==> config.mk <==
export PLATFORM = sky130hd
export DESIGN_NAME = sln_top
export DESIGN_NICKNAME = d
export VERILOG_FILES = /design/src/hw/sln_pkg.sv /design/src/hw/sln_top.sv /design/src/hw/sln_sync.sv
export SDC_FILE = /design/constraint.sdc
export NUM_CORES = 1
export LEC_CHECK = 0
export BUFFER_PORTS_ARGS = -buffer_cell sky130_fd_sc_hd__clkbuf_2
export CAP_MARGIN = 10
export CORE_UTILIZATION = 33
export DETAILED_ROUTE_END_ITERATION = 10
export SLEW_MARGIN = 20
export SYNTH_ARGS = -nofsm -noshare
export SYNTH_HDL_FRONTEND = slang
export SYNTH_SLANG_ARGS = --single-unit
==> constraint.sdc <==
create_clock -name clk -period 4.1 [get_ports clk]
set_input_delay 1.23 -clock clk [delete_from_list [all_inputs] [get_ports clk]]
set_output_delay 1.23 -clock clk [all_outputs]
set_load 0.02 [all_outputs]
==> src/hw/sln_pkg.sv <==
// Package for the status indicator and node configuration block.
// Assumes a single 40 MHz clock; durations are converted to cycles here.
package sln_pkg;
	localparam int unsigned CLK_HZ        = 40000000;
	localparam int unsigned QUARTER_MS    = 250;
	localparam int unsigned INIT_MS       = 5000;
	localparam int unsigned FLASH_MS      = 250;
	localparam int unsigned RX_HOLD_MS    = 100;
	localparam int unsigned QUARTER_CYC   = CLK_HZ / 1000 * QUARTER_MS;
	localparam int unsigned INIT_CYC      = CLK_HZ / 1000 * INIT_MS;
	localparam int unsigned FLASH_CYC     = CLK_HZ / 1000 * FLASH_MS;
	localparam int unsigned RX_HOLD_CYC   = CLK_HZ / 1000 * RX_HOLD_MS;
	localparam int unsigned CNT_W         = 28;
	localparam int unsigned ADDR_W        = 6;
	localparam logic [5:0]  ADDR_MAX      = 6'h3F;
	localparam logic [3:0]  DIGIT_MAX     = 4'h9;
	localparam logic [6:0]  TENS_WEIGHT   = 7'h0A;
	localparam logic [1:0]  RATE_9K6      = 2'h0;
	localparam logic [1:0]  RATE_19K2     = 2'h1;
	localparam logic [1:0]  RATE_38K4     = 2'h2;

	typedef enum logic [1:0] {
		SLN_LED_OFF   = 2'h0,
		SLN_LED_GREEN = 2'h1,
		SLN_LED_RED   = 2'h2
	} sln_led_t;

	typedef enum logic [7:0] {
		SLN_MOD_GREEN = 8'h01,
		SLN_MOD_RED   = 8'h02,
		SLN_NET_GREEN = 8'h04,
		SLN_NET_RED   = 8'h08,
		SLN_INIT      = 8'h10,
		SLN_RUN       = 8'h20,
		SLN_FAULT     = 8'h40,
		SLN_LINK_FAIL = 8'h80
	} sln_state_t;

	typedef struct packed {
		logic [1:0]        rate;
		logic [ADDR_W-1:0] addr;
		logic              addr_valid;
	} sln_cfg_t;

	typedef struct packed {
		logic mem_fault;
		logic link_fail;
		logic link_up;
		logic rx_cmd;
		logic offline;
	} sln_evt_t;
endpackage

==> src/hw/sln_top.sv <==
// Status indicator sequencing and rotary switch node configuration.
// Assumes fault/link inputs come from same-clock logic; switches are pins.
// Behaviour
// - Memory fault sets exception bit, module red
// - Memory fault stops operation and networking
// - Power-up diagnostics reported through indicator states
// - Module indicator green, red, then off
// - Then network indicator green, red, off
// - Init: module alternates green/red, network dark
// - Init done without fault: module steady green
// - Link established: network indicator green
// - Slave acts only on own address
// - Module flashes red while receiving commands
// - Critical link failure drives indicator red
// - Offline keeps module indicator dark
// - Rate switch selects three rates, default fastest
// - Rate and address only from switches
// - Address from two decimal rotary switches
// - Addresses 0..63, left tens, right units
`timescale 1ns/1ps
module sln_top #(
	parameter int unsigned QUARTER_CYC = sln_pkg::QUARTER_CYC,
	parameter int unsigned INIT_CYC    = sln_pkg::INIT_CYC,
	parameter int unsigned FLASH_CYC   = sln_pkg::FLASH_CYC,
	parameter int unsigned RX_HOLD_CYC = sln_pkg::RX_HOLD_CYC
) (
	input  wire logic                      clk,
	input  wire logic                      rst,
	input  wire logic                      ce,
	input  wire logic [1:0]                rate_switch,
	input  wire logic [3:0]                tens_digit_switch,
	input  wire logic [3:0]                units_digit_switch,
	input  wire logic                      eeprom_fault,
	input  wire logic                      ram_fault,
	input  wire logic                      diag_done,
	input  wire logic                      link_established,
	input  wire logic                      link_failure,
	input  wire logic                      online,
	input  wire logic                      cmd_rx,
	input  wire logic [5:0]                cmd_address,
	output sln_pkg::sln_led_t              module_led,
	output sln_pkg::sln_led_t              network_led,
	output logic                           exception_status,
	output logic                           comm_enable,
	output logic                           cmd_accept,
	output sln_pkg::sln_cfg_t              node_cfg
);
	localparam logic [sln_pkg::CNT_W-1:0] Q_LAST = sln_pkg::CNT_W'(QUARTER_CYC - 1);
	localparam logic [sln_pkg::CNT_W-1:0] I_LAST = sln_pkg::CNT_W'(INIT_CYC - 1);
	localparam logic [sln_pkg::CNT_W-1:0] F_LAST = sln_pkg::CNT_W'(FLASH_CYC - 1);
	localparam logic [sln_pkg::CNT_W-1:0] R_LAST = sln_pkg::CNT_W'(RX_HOLD_CYC - 1);
	// Capture must wait until the synchroniser shows the pins, not its reset zeros
	localparam logic [2:0]                CAP_WAIT = 3'h4;

	logic [1:0] rate_s;
	logic [3:0] tens_s, units_s;

	sln_sync #(.W(10)) u_sync (
		.clk   (clk),
		.rst   (rst),
		.ce    (ce),
		.pin   ({rate_switch, tens_digit_switch, units_digit_switch}),
		.level ({rate_s, tens_s, units_s})
	);

	sln_pkg::sln_state_t st_q, st_d;
	logic [sln_pkg::CNT_W-1:0] cnt_q, cnt_d, fl_q, fl_d, rxh_q, rxh_d;
	logic fl_ph_q, fl_ph_d, exc_q, exc_d, cap_q, cap_d;
	logic [2:0] capw_q, capw_d;
	sln_pkg::sln_cfg_t cfg_q, cfg_d;
	sln_pkg::sln_led_t mod_q, mod_d, net_q, net_d;
	logic [6:0] addr_sum;
	logic mem_fault, cnt_q_end, cnt_i_end;

	assign mem_fault = eeprom_fault | ram_fault;
	assign cnt_q_end = (cnt_q == Q_LAST);
	assign cnt_i_end = (cnt_q == I_LAST);
	assign addr_sum  = 7'(tens_s * sln_pkg::TENS_WEIGHT) + {3'h0, units_s};

	// Switch capture, once per reset after the synchroniser has settled
	always_comb begin
		capw_d = capw_q;
		cap_d  = cap_q;
		cfg_d  = cfg_q;
		if (!cap_q) begin
			if (capw_q != CAP_WAIT) begin
				capw_d = capw_q + 3'h1;
			end else begin
				cap_d = 1'b1;
				case (rate_s)
					sln_pkg::RATE_9K6:  cfg_d.rate = sln_pkg::RATE_9K6;
					sln_pkg::RATE_19K2: cfg_d.rate = sln_pkg::RATE_19K2;
					default:            cfg_d.rate = sln_pkg::RATE_38K4;
				endcase
				// Digits above nine or sums above 63 give no usable address
				cfg_d.addr_valid = (tens_s <= sln_pkg::DIGIT_MAX) && (units_s <= sln_pkg::DIGIT_MAX) &&
					(addr_sum <= {1'b0, sln_pkg::ADDR_MAX});
				cfg_d.addr = addr_sum[5:0];
			end
		end
	end

	always_ff @(posedge clk) begin
		if (rst) begin
			capw_q <= 3'h0;
			cap_q  <= 1'b0;
			cfg_q  <= '{rate: sln_pkg::RATE_38K4, addr: '0, addr_valid: 1'b0};
		end else if (ce) begin
			capw_q <= capw_d;
			cap_q  <= cap_d;
			cfg_q  <= cfg_d;
		end
	end

	// Sequencer
	always_comb begin
		st_d  = st_q;
		cnt_d = cnt_q + 1'b1;
		exc_d = exc_q | mem_fault;
		case (st_q)
			sln_pkg::SLN_MOD_GREEN: if (cnt_q_end) begin st_d = sln_pkg::SLN_MOD_RED; cnt_d = '0; end
			sln_pkg::SLN_MOD_RED:   if (cnt_q_end) begin st_d = sln_pkg::SLN_NET_GREEN; cnt_d = '0; end
			sln_pkg::SLN_NET_GREEN: if (cnt_q_end) begin st_d = sln_pkg::SLN_NET_RED; cnt_d = '0; end
			sln_pkg::SLN_NET_RED:   if (cnt_q_end) begin st_d = sln_pkg::SLN_INIT; cnt_d = '0; end
			sln_pkg::SLN_INIT: begin
				// Init lasts at least the init period; diagnostics may finish earlier
				if (cnt_i_end && diag_done) begin
					st_d = sln_pkg::SLN_RUN;
				end
				if (cnt_i_end) begin
					cnt_d = cnt_q;
				end
			end
			sln_pkg::SLN_RUN: begin
				cnt_d = '0;
				if (link_failure) st_d = sln_pkg::SLN_LINK_FAIL;
			end
			sln_pkg::SLN_LINK_FAIL: cnt_d = '0;
			sln_pkg::SLN_FAULT:     cnt_d = '0;
			default: begin
				st_d  = sln_pkg::SLN_FAULT;
				cnt_d = '0;
			end
		endcase
		if (exc_d) begin
			st_d  = sln_pkg::SLN_FAULT;
			cnt_d = '0;
		end
	end

	// Flash timebase and receive activity stretch
	always_comb begin
		fl_d    = (fl_q == F_LAST) ? '0 : fl_q + 1'b1;
		fl_ph_d = (fl_q == F_LAST) ? ~fl_ph_q : fl_ph_q;
		if (cmd_accept) begin
			rxh_d = R_LAST;
		end else if (rxh_q != '0) begin
			rxh_d = rxh_q - 1'b1;
		end else begin
			rxh_d = rxh_q;
		end
	end

	// Indicator decode, registered so outputs come from flip-flops
	always_comb begin
		mod_d = sln_pkg::SLN_LED_OFF;
		net_d = sln_pkg::SLN_LED_OFF;
		case (st_q)
			sln_pkg::SLN_MOD_GREEN: mod_d = sln_pkg::SLN_LED_GREEN;
			sln_pkg::SLN_MOD_RED:   mod_d = sln_pkg::SLN_LED_RED;
			sln_pkg::SLN_NET_GREEN: net_d = sln_pkg::SLN_LED_GREEN;
			sln_pkg::SLN_NET_RED:   net_d = sln_pkg::SLN_LED_RED;
			sln_pkg::SLN_INIT:      mod_d = fl_ph_q ? sln_pkg::SLN_LED_RED : sln_pkg::SLN_LED_GREEN;
			sln_pkg::SLN_RUN: begin
				if (!online) begin
					mod_d = sln_pkg::SLN_LED_OFF;
				end else if (rxh_q != '0) begin
					mod_d = fl_ph_q ? sln_pkg::SLN_LED_RED : sln_pkg::SLN_LED_OFF;
				end else begin
					mod_d = sln_pkg::SLN_LED_GREEN;
				end
				if (link_established) net_d = sln_pkg::SLN_LED_GREEN;
			end
			sln_pkg::SLN_LINK_FAIL: net_d = sln_pkg::SLN_LED_RED;
			sln_pkg::SLN_FAULT:     mod_d = sln_pkg::SLN_LED_RED;
			default:                mod_d = sln_pkg::SLN_LED_RED;
		endcase
	end

	always_ff @(posedge clk) begin
		if (rst) begin
			st_q    <= sln_pkg::SLN_MOD_GREEN;
			cnt_q   <= '0;
			exc_q   <= 1'b0;
			fl_q    <= '0;
			fl_ph_q <= 1'b0;
			rxh_q   <= '0;
			mod_q   <= sln_pkg::SLN_LED_OFF;
			net_q   <= sln_pkg::SLN_LED_OFF;
		end else if (ce) begin
			st_q    <= st_d;
			cnt_q   <= cnt_d;
			exc_q   <= exc_d;
			fl_q    <= fl_d;
			fl_ph_q <= fl_ph_d;
			rxh_q   <= rxh_d;
			mod_q   <= mod_d;
			net_q   <= net_d;
		end
	end

	assign module_led       = mod_q;
	assign network_led      = net_q;
	assign exception_status = exc_q;
	assign node_cfg         = cfg_q;
	assign comm_enable      = (st_q == sln_pkg::SLN_RUN) && cap_q && cfg_q.addr_valid;
	// Requests for other nodes are ignored, not answered
	assign cmd_accept       = comm_enable && online && cmd_rx && (cmd_address == cfg_q.addr);

	a_fault_red: assert property (@(posedge clk) disable iff (rst)
		ce && mem_fault |=> ##1 (module_led == sln_pkg::SLN_LED_RED) && exception_status)
		else $error("memory fault did not force module red");
	a_fault_mute: assert property (@(posedge clk) disable iff (rst)
		exception_status |-> !comm_enable && !cmd_accept)
		else $error("communication active after memory fault");
	a_seq_start: assert property (@(posedge clk)
		$fell(rst) && ce |=> (module_led == sln_pkg::SLN_LED_GREEN) || exception_status)
		else $error("power-up sequence did not start green");
	a_net_dark_init: assert property (@(posedge clk) disable iff (rst)
		st_q == sln_pkg::SLN_INIT |-> ##1 network_led == sln_pkg::SLN_LED_OFF)
		else $error("network indicator lit during init");
	a_link_red: assert property (@(posedge clk) disable iff (rst)
		ce && st_q == sln_pkg::SLN_RUN && link_failure && !mem_fault && !exception_status
		|=> ##1 network_led == sln_pkg::SLN_LED_RED)
		else $error("link failure not shown red");
	a_offline_dark: assert property (@(posedge clk) disable iff (rst)
		st_q == sln_pkg::SLN_RUN && $stable(st_q) && !online && $past(!online) && $past(ce)
		|-> module_led == sln_pkg::SLN_LED_OFF)
		else $error("module indicator lit while offline");
	a_addr_match: assert property (@(posedge clk) disable iff (rst)
		cmd_accept |-> cmd_address == node_cfg.addr && node_cfg.addr_valid)
		else $error("accepted command for another address");
	a_cfg_hold: assert property (@(posedge clk) disable iff (rst)
		$past(cap_q) |-> $stable(node_cfg))
		else $error("configuration changed after capture");
endmodule

==> src/hw/sln_sync.sv <==
// Three-stage synchroniser with agreement filter for a W-bit pin input.
// Assumes the pin may change at any time relative to clk.
`timescale 1ns/1ps
module sln_sync #(
	parameter int unsigned W = 1
) (
	input  wire logic         clk,
	input  wire logic         rst,
	input  wire logic         ce,
	input  wire logic [W-1:0] pin,
	output logic      [W-1:0] level
);
	logic [W-1:0] s1_q, s2_q, s3_q, lvl_q;
	logic [W-1:0] s1_d, s2_d, s3_d, lvl_d;

	always_comb begin
		s1_d  = pin;
		s2_d  = s1_q;
		s3_d  = s2_q;
		// Only stages two and three vote; stage one may be metastable
		lvl_d = (s2_q == s3_q) ? s3_q : lvl_q;
	end

	always_ff @(posedge clk) begin
		if (rst) begin
			s1_q  <= '0;
			s2_q  <= '0;
			s3_q  <= '0;
			lvl_q <= '0;
		end else if (ce) begin
			s1_q  <= s1_d;
			s2_q  <= s2_d;
			s3_q  <= s3_d;
			lvl_q <= lvl_d;
		end
	end

	assign level = lvl_q;
endmodule

==> summary.txt, run 1 <==
Timing
  – Sum Neg Setup Slack: 0 ns
  – Measured slew at the worst slew-check pin: 0.8429 ns
  – Ratio of final minimum period to clock period: around nine tenths
  – Hold Fails Final Rpt: 0
  – Relative slew slack: 43.01%
  – RSZ-0062 raised after global routing: no
  – Tmin final: 3.670 ns
  – Final setup vio count: 0
  – Slew Viols, Final: 0
  – Max Fclk: about 270 MHz
  – Skew final: ~0.01 ns

Setup path
  – Critical path, cell by cell: clkbuf_2 > xnor2_1 > nand2_1 > nor4_4 > clkbuf_2
  – Crit Path Category: in2out
  – Critical path endpoint category: output port
  – Worst endpoint data arrival time: 2.44 ns
  – Critical path's slowest cell: xnor2_1
  – Worst Setup SP: cmd_address[1]
  – CP Launch Type: input pin
  – Reg2Reg Launch Point: cnt_q[13]$_SDFFE_PP0P_
  – Crit-path most repeated cell: clkbuf_2
  – Setup slack, reg-to-reg: roughly 1.1 ns
  – Worst R2R Path Depth: 6
  – Stages on worst setup path: 5
  – Kind of cell adding the most delay to the critical path: simple AND/OR/NAND/NOR gates
  – Worst endpoint required time: approximately 2.9 ns
  – Max incr delay on CP: 0.39 ns
  – Worst Path Buf+Inv: 2
  – Worst-path fanout max: 2

Yosys
  – Synth Instances: 860
  – Seq/Total Area, Yosys: roughly two fifths
  – Mean area per synthesized cell: around 8.6 µm²
  – Mapped cell area: around 7400 µm²
  – Synth Warn #: 0
  – Post-synth top cells: 151 x dfxtp_1, 117 x nor2_1, 70 x nand2_1, 52 x a21oi_1, 44 x mux2i_1
  – Post-synth ARST share: 0%
  – Top FF cell, synth: dfxtp_1
  – Net Count, Synth: roughly 900
  – Top-area cell type share of the netlist area: about two fifths
  – Top post-synthesis cells by area: dfxtp_1 41%, mux2i_1 6.0%, nor2_1 5.9%, xnor2_1 4.9%, xor2_1 4.4%
  – Post-synth EDFFs: 0
  – Number of synthesized register bits: about 150
  – Top-count cell post-synth: dfxtp_1
  – Yosys cell types: 67
  – Yosys top cell by area: dfxtp_1

Power and ir drop
  – Static Leakage: around 3.1 nW
  – PwrDens: roughly 550 nW/µm²
  – Max VDD drop: 0.3200 mV

Clocking
  – Hold-fix buffers at CTS: 0
  – Post-CTS setup buffer count: 0
  – Clock latency on the worst-skew pair: ~0.43 ns
  – Clk root buf: clkbuf_16
  – H-Tree Depth: 4
  – Post-CTS Resized: 0
  – CTS max path bufs: 2
  – Total CTS buffers: 17
  – Clock tree sinks: 151
  – CTS tree: done
  – Clock slew at reported path FFs: approximately 0.060 ns

Hold path
  – Hold_sp: node_cfg[7]$_SDFFE_PP0P_
  – Hold path depth: 2
  – Min-Delay Path Class: reg2reg

Drt
  – DR vias: between 6000 and 7000
  – Drt drc: 0
  – Drt pass-1 iters: 5
  – Drt wl/cell: about 15 µm
  – Routed wire length: approximately 17 mm
  – Post-DRT Antenna Nets: 0
  – DR vias/cell: approximately 5.2
  – 1st-iter DRT viols: 385

Global route
  – GRT Total Usage: between 10% and 20%
  – Gr ovfl total: 0
  – Initial antenna violation count: 0
  – Largest net degree at the start of global routing: 58
  – First-pass GRT wire length: about 29 mm
  – Vias in the first global route: roughly 5700

Floorplan
  – Initial Utilization: 33.80%
  – Die height: 151.7 µm
  – Boundary Pins: between 40 and 50
  – Die Width: 151.7 µm
  – Cell Rows: 54
  – Core footprint: between 20000 and 25000 µm²
  – Full die area: about 23000 µm²

Finish
  – Area growth syn-to-layout: 15.03%
  – Finished Cell Area: 8511 µm²
  – Fillers: around 2300
  – Layout Nets: 930
  – Antenna fix cells: 0
  – Final Core Density: 38.88%
  – Layout cells sized above 1: between 10% and 20%

Job
  – Number of max-cap violations: 0

Place
  – Routability Congestion: between 0.8 and 0.9
  – Area after DPL: ~8000 µm²
  – Post-DP HPWL: about 12 mm
  – IO buf count: between 40 and 50

Status
  – Outcome: finished, final reports clean
registers in the layout, indices dropped and copies added (netlist names):
| name | cells |
|---|---|
| u_sync.s2_q | 10 |
| capw_q | 3 |
| network_led | 2 |
| cap_q | 1 |
| u_sync.level | 10 |
| fl_q | 28 |
| node_cfg | 9 |
| u_sync.s1_q | 10 |
| u_sync.s3_q | 10 |
| module_led | 2 |
| st_q | 8 |
| rxh_q | 28 |
| cnt_q | 28 |
| fl_ph_q | 1 |
| exception_status | 1 |
per-layer routing:
metal,track usage (%),up-vias,part of all wire [%]
met2,25.05,105,45
met1,21.62,2906,49
li1,-,3125,-
met5,0,-,0
met4,4.356,0,1.3
met3,3.802,18,3.9
cell families after synthesis:
group	count (synthesis)	synth area share, %
xor gates and xnor gates	78	9.234
DFF	151	40.86
and+or+nand+nor	392	27.89
AOI/OAI and AO/OA	122	10.37
adders and majority gates	13	2.401
buffers and inverters	59	3.145
muxes	45	6.105
layout by cell type, fill, tap and decap left out, types with 22 or more instances in the layout:
master	instances
nor3_1	22
clkbuf_2	39
mux2i_1	44
nand4_1	28
nand2_1	70
a21oi_1	52
nand3_1	36
xnor2_1	41
nor2_1	117
dfxtp_1	151
xor2_1	37
o21ai_0	23
where the power goes:
part	internal, W	switching, W
registers	0.00162	0.000137
logic	0.000516	0.000772
clock network	0.00104	0.000627
total	0.00317	0.00154
metrics by stage:
stage               instances  hold WS (ns)  total power [W]  worst slack [ns]
floorplan                 860        0.4313         0.002835            0.8137
global placement         1152        0.4652         0.003042            0.4871
detailed placement       1152        0.4620         0.003064            0.4883
CTS                      1184        0.4758         0.004747            0.4880
global route             1184        0.5000         0.004989            0.3685
finish                   1184        0.4768         0.004705            0.4299
worst reg2reg max path, delay by kind of cell, from the launching register on:
| kind | cells | cell delay [ns] |
|---|---|---|
| compound gates | 2 | 0.53 |
| simple gates | 4 | 2.04 |
| flops | 1 | 0.37 |
final timing paths:
kind | end
setup / recovery | cmd_accept
hold / removal | node_cfg[7]$_SDFFE_PP0P_
setup reg to reg | st_q[3]$_SDFFE_PP0P_
hold reg to reg | node_cfg[7]$_SDFFE_PP0P_
cell type report:
class | instances | area [µm²] | share of cell area [%]
clock buffers | 21 | 450.4 | 5.293
flip-flops and latches | 151 | 3023 | 35.52
well taps | 280 | 350.3 | 4.116
multi-input cells | 650 | 4148 | 48.74
clock inverters | 11 | 172.7 | 2.029
repair buffers | 54 | 302.8 | 3.558
inverters | 17 | 63.81 | 0.7498
Note: power is estimated with default switching activity, not from simulation.
==> run 2: changes to the inputs <==
--- a/config.mk
+++ b/config.mk
@@ -12,4 +12,5 @@
 export SLEW_MARGIN = 20
 export SYNTH_ARGS = -nofsm -noshare
 export SYNTH_HDL_FRONTEND = slang
+export SYNTH_HIERARCHICAL = 1
 export SYNTH_SLANG_ARGS = --single-unit
==> run 2 against run 1 <==
Clock power fell by 9.6%. Non-clock buffer count fell by 4. Critical path depth rose by 1. Routed wire length fell by 2.5%. Clock skew rose by 0.0023 ns. Combinational power barely moved. The run now ends with DRC left. Largest power group unchanged.
==> summary.txt, run 2 <==
Setup path
  – Reg2Reg Launch Point: rxh_q[11]$_SDFFE_PP0P_
  – Critical path, cell by cell: clkbuf_2 > xor2_1 > nor3_1 > nand4_1 > clkinv_1 > clkbuf_2
  – Kind of cell adding the most delay to the critical path: simple AND/OR/NAND/NOR gates
  – Crit-path most repeated cell: clkbuf_2
  – Max incr delay on CP: 0.29 ns (-0.10 ns)
  – Crit Path Category: in2out
  – Worst endpoint data arrival time: 2.25 ns (-0.19 ns)
  – Worst-path fanout max: 2 (unchanged)
  – Worst R2R Path Depth: 5 (-1)
  – R2r endpoint: rxh_q[1]$_SDFFE_PP0P_
  – Setup slack, reg-to-reg: 1.04 ns (-0.06 ns)
  – Worst Path Buf+Inv: 3 (+1)
  – CP Launch Type: input pin
  – Critical path's slowest cell: nor3_1
  – Worst endpoint required time: 2.87 ns (about the same)
  – Critical path endpoint category: output port

Drt
  – DR vias: 6208 (+0.88%)
  – Drt wl/cell: 14.21 µm (-3.5%)
  – Post-DRT Antenna Nets: 0 (unchanged)
  – 1st-iter DRT viols: 334 (-13%)
  – DR vias/cell: 5.186 (-0.22%)
  – Drt drc: 3 (+3)
  – Drt pass-1 iters: 10 (+5)
  – Routed wire length: 17.01 mm (-2.5%)

Place
  – Pre-CTS setup slack: 0.5823 ns (+0.09392 ns)
  – Routability Congestion: 0.8354 (-3.4%)
  – Post-DP HPWL: 11.77 mm (-1.6%)
  – IO buf count: 41 (unchanged)

Timing
  – Slew Viols, Final: 0 (unchanged)
  – Max Fclk: 287.0 MHz (+5.3%)
  – Hold Fails Final Rpt: 0 (unchanged)
  – Final setup vio count: 0 (unchanged)
  – Worst setup margin: 0.6156 ns (+0.1857 ns)
  – Skew final: 0.01224 ns (+0.002313 ns)
  – RSZ-0062 raised after global routing: no
  – Relative slew slack: 35.15% (-7.9 points)
  – Sum Neg Setup Slack: 0 ns (unchanged)
  – Tmin final: 3.484 ns (-0.1857 ns)
  – Ratio of final minimum period to clock period: 84.99% (-4.5 points)
  – Measured slew at the worst slew-check pin: 0.9727 ns (+0.1298 ns)

Yosys
  – Post-synth EDFFs: 0 (unchanged)
  – Seq/Total Area, Yosys: 40.28% (-0.58 points)
  – Top-area cell type share of the netlist area: 40.28% (-0.58 points)
  – Mapped cell area: 7505 µm² (+1.4%)
  – Post-synth top cells: 151 x dfxtp_1, 145 x nor2_1, 62 x nand2_1, 52 x xnor2_1, 50 x a21oi_1
  – Top post-synthesis cells by area: dfxtp_1 40%, nor2_1 7.3%, xnor2_1 6.1%, xor2_1 4.4%, mux2i_1 4.3%
  – Synth Instances: 880 (+2.3%)
  – Synth Warn #: 6 (+6)
  – Mean area per synthesized cell: 8.528 µm² (-0.87%)
  – Net Count, Synth: 919 (+2.2%)
  – Yosys top cell by area: dfxtp_1
  – Top-count cell post-synth: dfxtp_1
  – Top FF cell, synth: dfxtp_1
  – Yosys cell types: 61 (-9.0%)
  – Post-synth ARST share: 0% (unchanged)
  – Number of synthesized register bits: 151 (unchanged)

Job
  – Number of max-cap violations: 0 (unchanged)

Floorplan
  – Die height: 152.8 µm (+0.71%)
  – Boundary Pins: 42 (unchanged)
  – Cell Rows: 54 (unchanged)
  – Full die area: 23350 µm² (+1.4%)
  – Core footprint: 22090 µm² (+0.93%)
  – Initial Utilization: 33.97% (+0.17 points)
  – Die Width: 152.8 µm (+0.71%)

Finish
  – Fillers: 2237 (-1.4%)
  – Antenna fix cells: 0 (unchanged)
  – Layout Nets: 943 (+1.4%)
  – Register Area: 3023 µm² (unchanged)
  – Final Core Density: 38.49% (-0.39 points)
  – Largest regs: cnt_q x28, fl_q x28, rxh_q x28
  – Multi-input gate area: 4228 µm² (+1.9%)
  – Commonest non-fill, non-tap cell in the layout: dfxtp_1
  – Most frequent cells in the layout: 151 x dfxtp_1, 145 x nor2_1, 62 x nand2_1, 52 x xnor2_1, 50 x a21oi_1
  – Layout cells sized above 1: 10.80% (-1.5 points)
  – Area growth syn-to-layout: 13.30%

Hold path
  – Hold Path End: network_led[0]$_SDFFE_PP0P_
  – Hold_sp: network_led[0]$_SDFFE_PP0P_
  – Hold path depth: 2 (unchanged)
  – Min-Delay Path Class: reg2reg

Power and ir drop
  – Max VDD drop: 0.2599 mV (-19%)
  – PwrDens: 535.9 nW/µm² (-3.1%)
  – Static Leakage: 3.057 nW (-1.9%)

Clocking
  – Post-CTS setup buffer count: 0 (unchanged)
  – Post-CTS Resized: 0 (unchanged)
  – Clk root buf: clkbuf_16
  – Clock tree sinks: 151 (unchanged)
  – Clock slew at reported path FFs: 0.06 ns (about the same)
  – H-Tree Depth: 4 (unchanged)
  – CTS max path bufs: 2 (unchanged)
  – Hold-fix buffers at CTS: 0 (unchanged)
  – Total CTS buffers: 17 (unchanged)
  – Clock latency on the worst-skew pair: 0.43 ns (about the same)
  – CTS tree: done

Status
  – Outcome: complete, but fails checks
  – Failing checks: DRC

Global route
  – Initial antenna violation count: 0 (unchanged)
  – Gr ovfl total: 0 (unchanged)
  – Vias in the first global route: 5680 (-0.018%)
  – First-pass GRT wire length: 28.21 mm (-2.0%)
  – GRT Total Usage: 14.92% (-1.0 points)
  – Largest net degree at the start of global routing: 52 (-10%)
run 2: cell count changes after synthesis, sizes merged, moves of 9 or more:
cell and delta:
nor2 +27, o31ai +9, a311oi +9, a211oi +10, mux2i -12, xnor2 +11
run 2: worst max-delay path by stage:
| stage | from | depth (start not counted) | to | slack (ns) |
|---|---|---|---|---|
| after floorplan | ram_fault | 9 | cnt_q[7]$_SDFFE_PP0P_ | 0.84 |
| after global placement | cmd_address[4] | 6 | cmd_accept | 0.58 |
| after detailed placement | cmd_address[0] | 6 | cmd_accept | 0.58 |
| after CTS | cmd_address[0] | 6 | cmd_accept | 0.58 |
| after global routing | cmd_address[0] | 6 | cmd_accept | 0.56 |
| final | cmd_address[0] | 6 | cmd_accept | 0.62 |
run 2: cells by family (layout without fill, tap and decap cells):
logic type               after synthesis  after routing  synth area share, %
AO/OA/AOI/OAI                        130            130                11.62
XOR/XNOR                              90             90                10.50
adder cells (fa/ha/maj)               13             13                2.367
buffers and inverters                 61             98                3.384
flip-flops                           151            151                40.28
multiplexers                          32             32                4.268
AND/OR/NAND/NOR                      403            403                27.58
run 2: cell type report:
cell class / instances / area share (%)
tap: 280 / 4.120
timing repair buffer: 50 / 3.208
sequential: 151 / 35.55
inverter: 16 / 0.7063
multi-input combinational: 668 / 49.72
clock buffer: 21 / 5.533
clock inverter: 11 / 1.162
run 2: metrics by stage:
step	instance area (µm²)	hold slack, ns	cells	total power, W
after CTS	8503	0.4783	1197	0.004588
after global placement	7934	0.4607	1165	0.003053
after floorplan	7505	0.4322	880	0.002840
after global routing	8503	0.5047	1197	0.004837
after detailed placement	7934	0.4667	1165	0.003067
final	8503	0.4779	1197	0.004557
run 2: metal layers:
layer,vias to the layer above,wire length (µm),global-route usage [%]
met5,-,0,0
met4,0,261,5.772
met3,22,761,3.697
met2,122,7539,23.22
met1,2870,8448,19.78
li1,3194,-,-
run 2: worst reg2reg max path, cell delays in order (launching register included):
cell	delay [ns]
dfxtp_1	0.35
or4_4	0.56
or4_1	0.70
nor3_2	0.79
a21oi_1	0.24
a311oi_1	0.32
run 2: report_power, final:
| part | leakage [nW] | total, W | switching [W] | internal, W |
|---|---|---|---|---|
| Clock | 0.275 | 0.00150 | 0.000623 | 0.000881 |
| Sequential | 1.22 | 0.00175 | 0.000143 | 0.00161 |
| Combinational | 1.56 | 0.00130 | 0.000772 | 0.000530 |
| Total | 3.06 | 0.00456 | 0.00154 | 0.00302 |
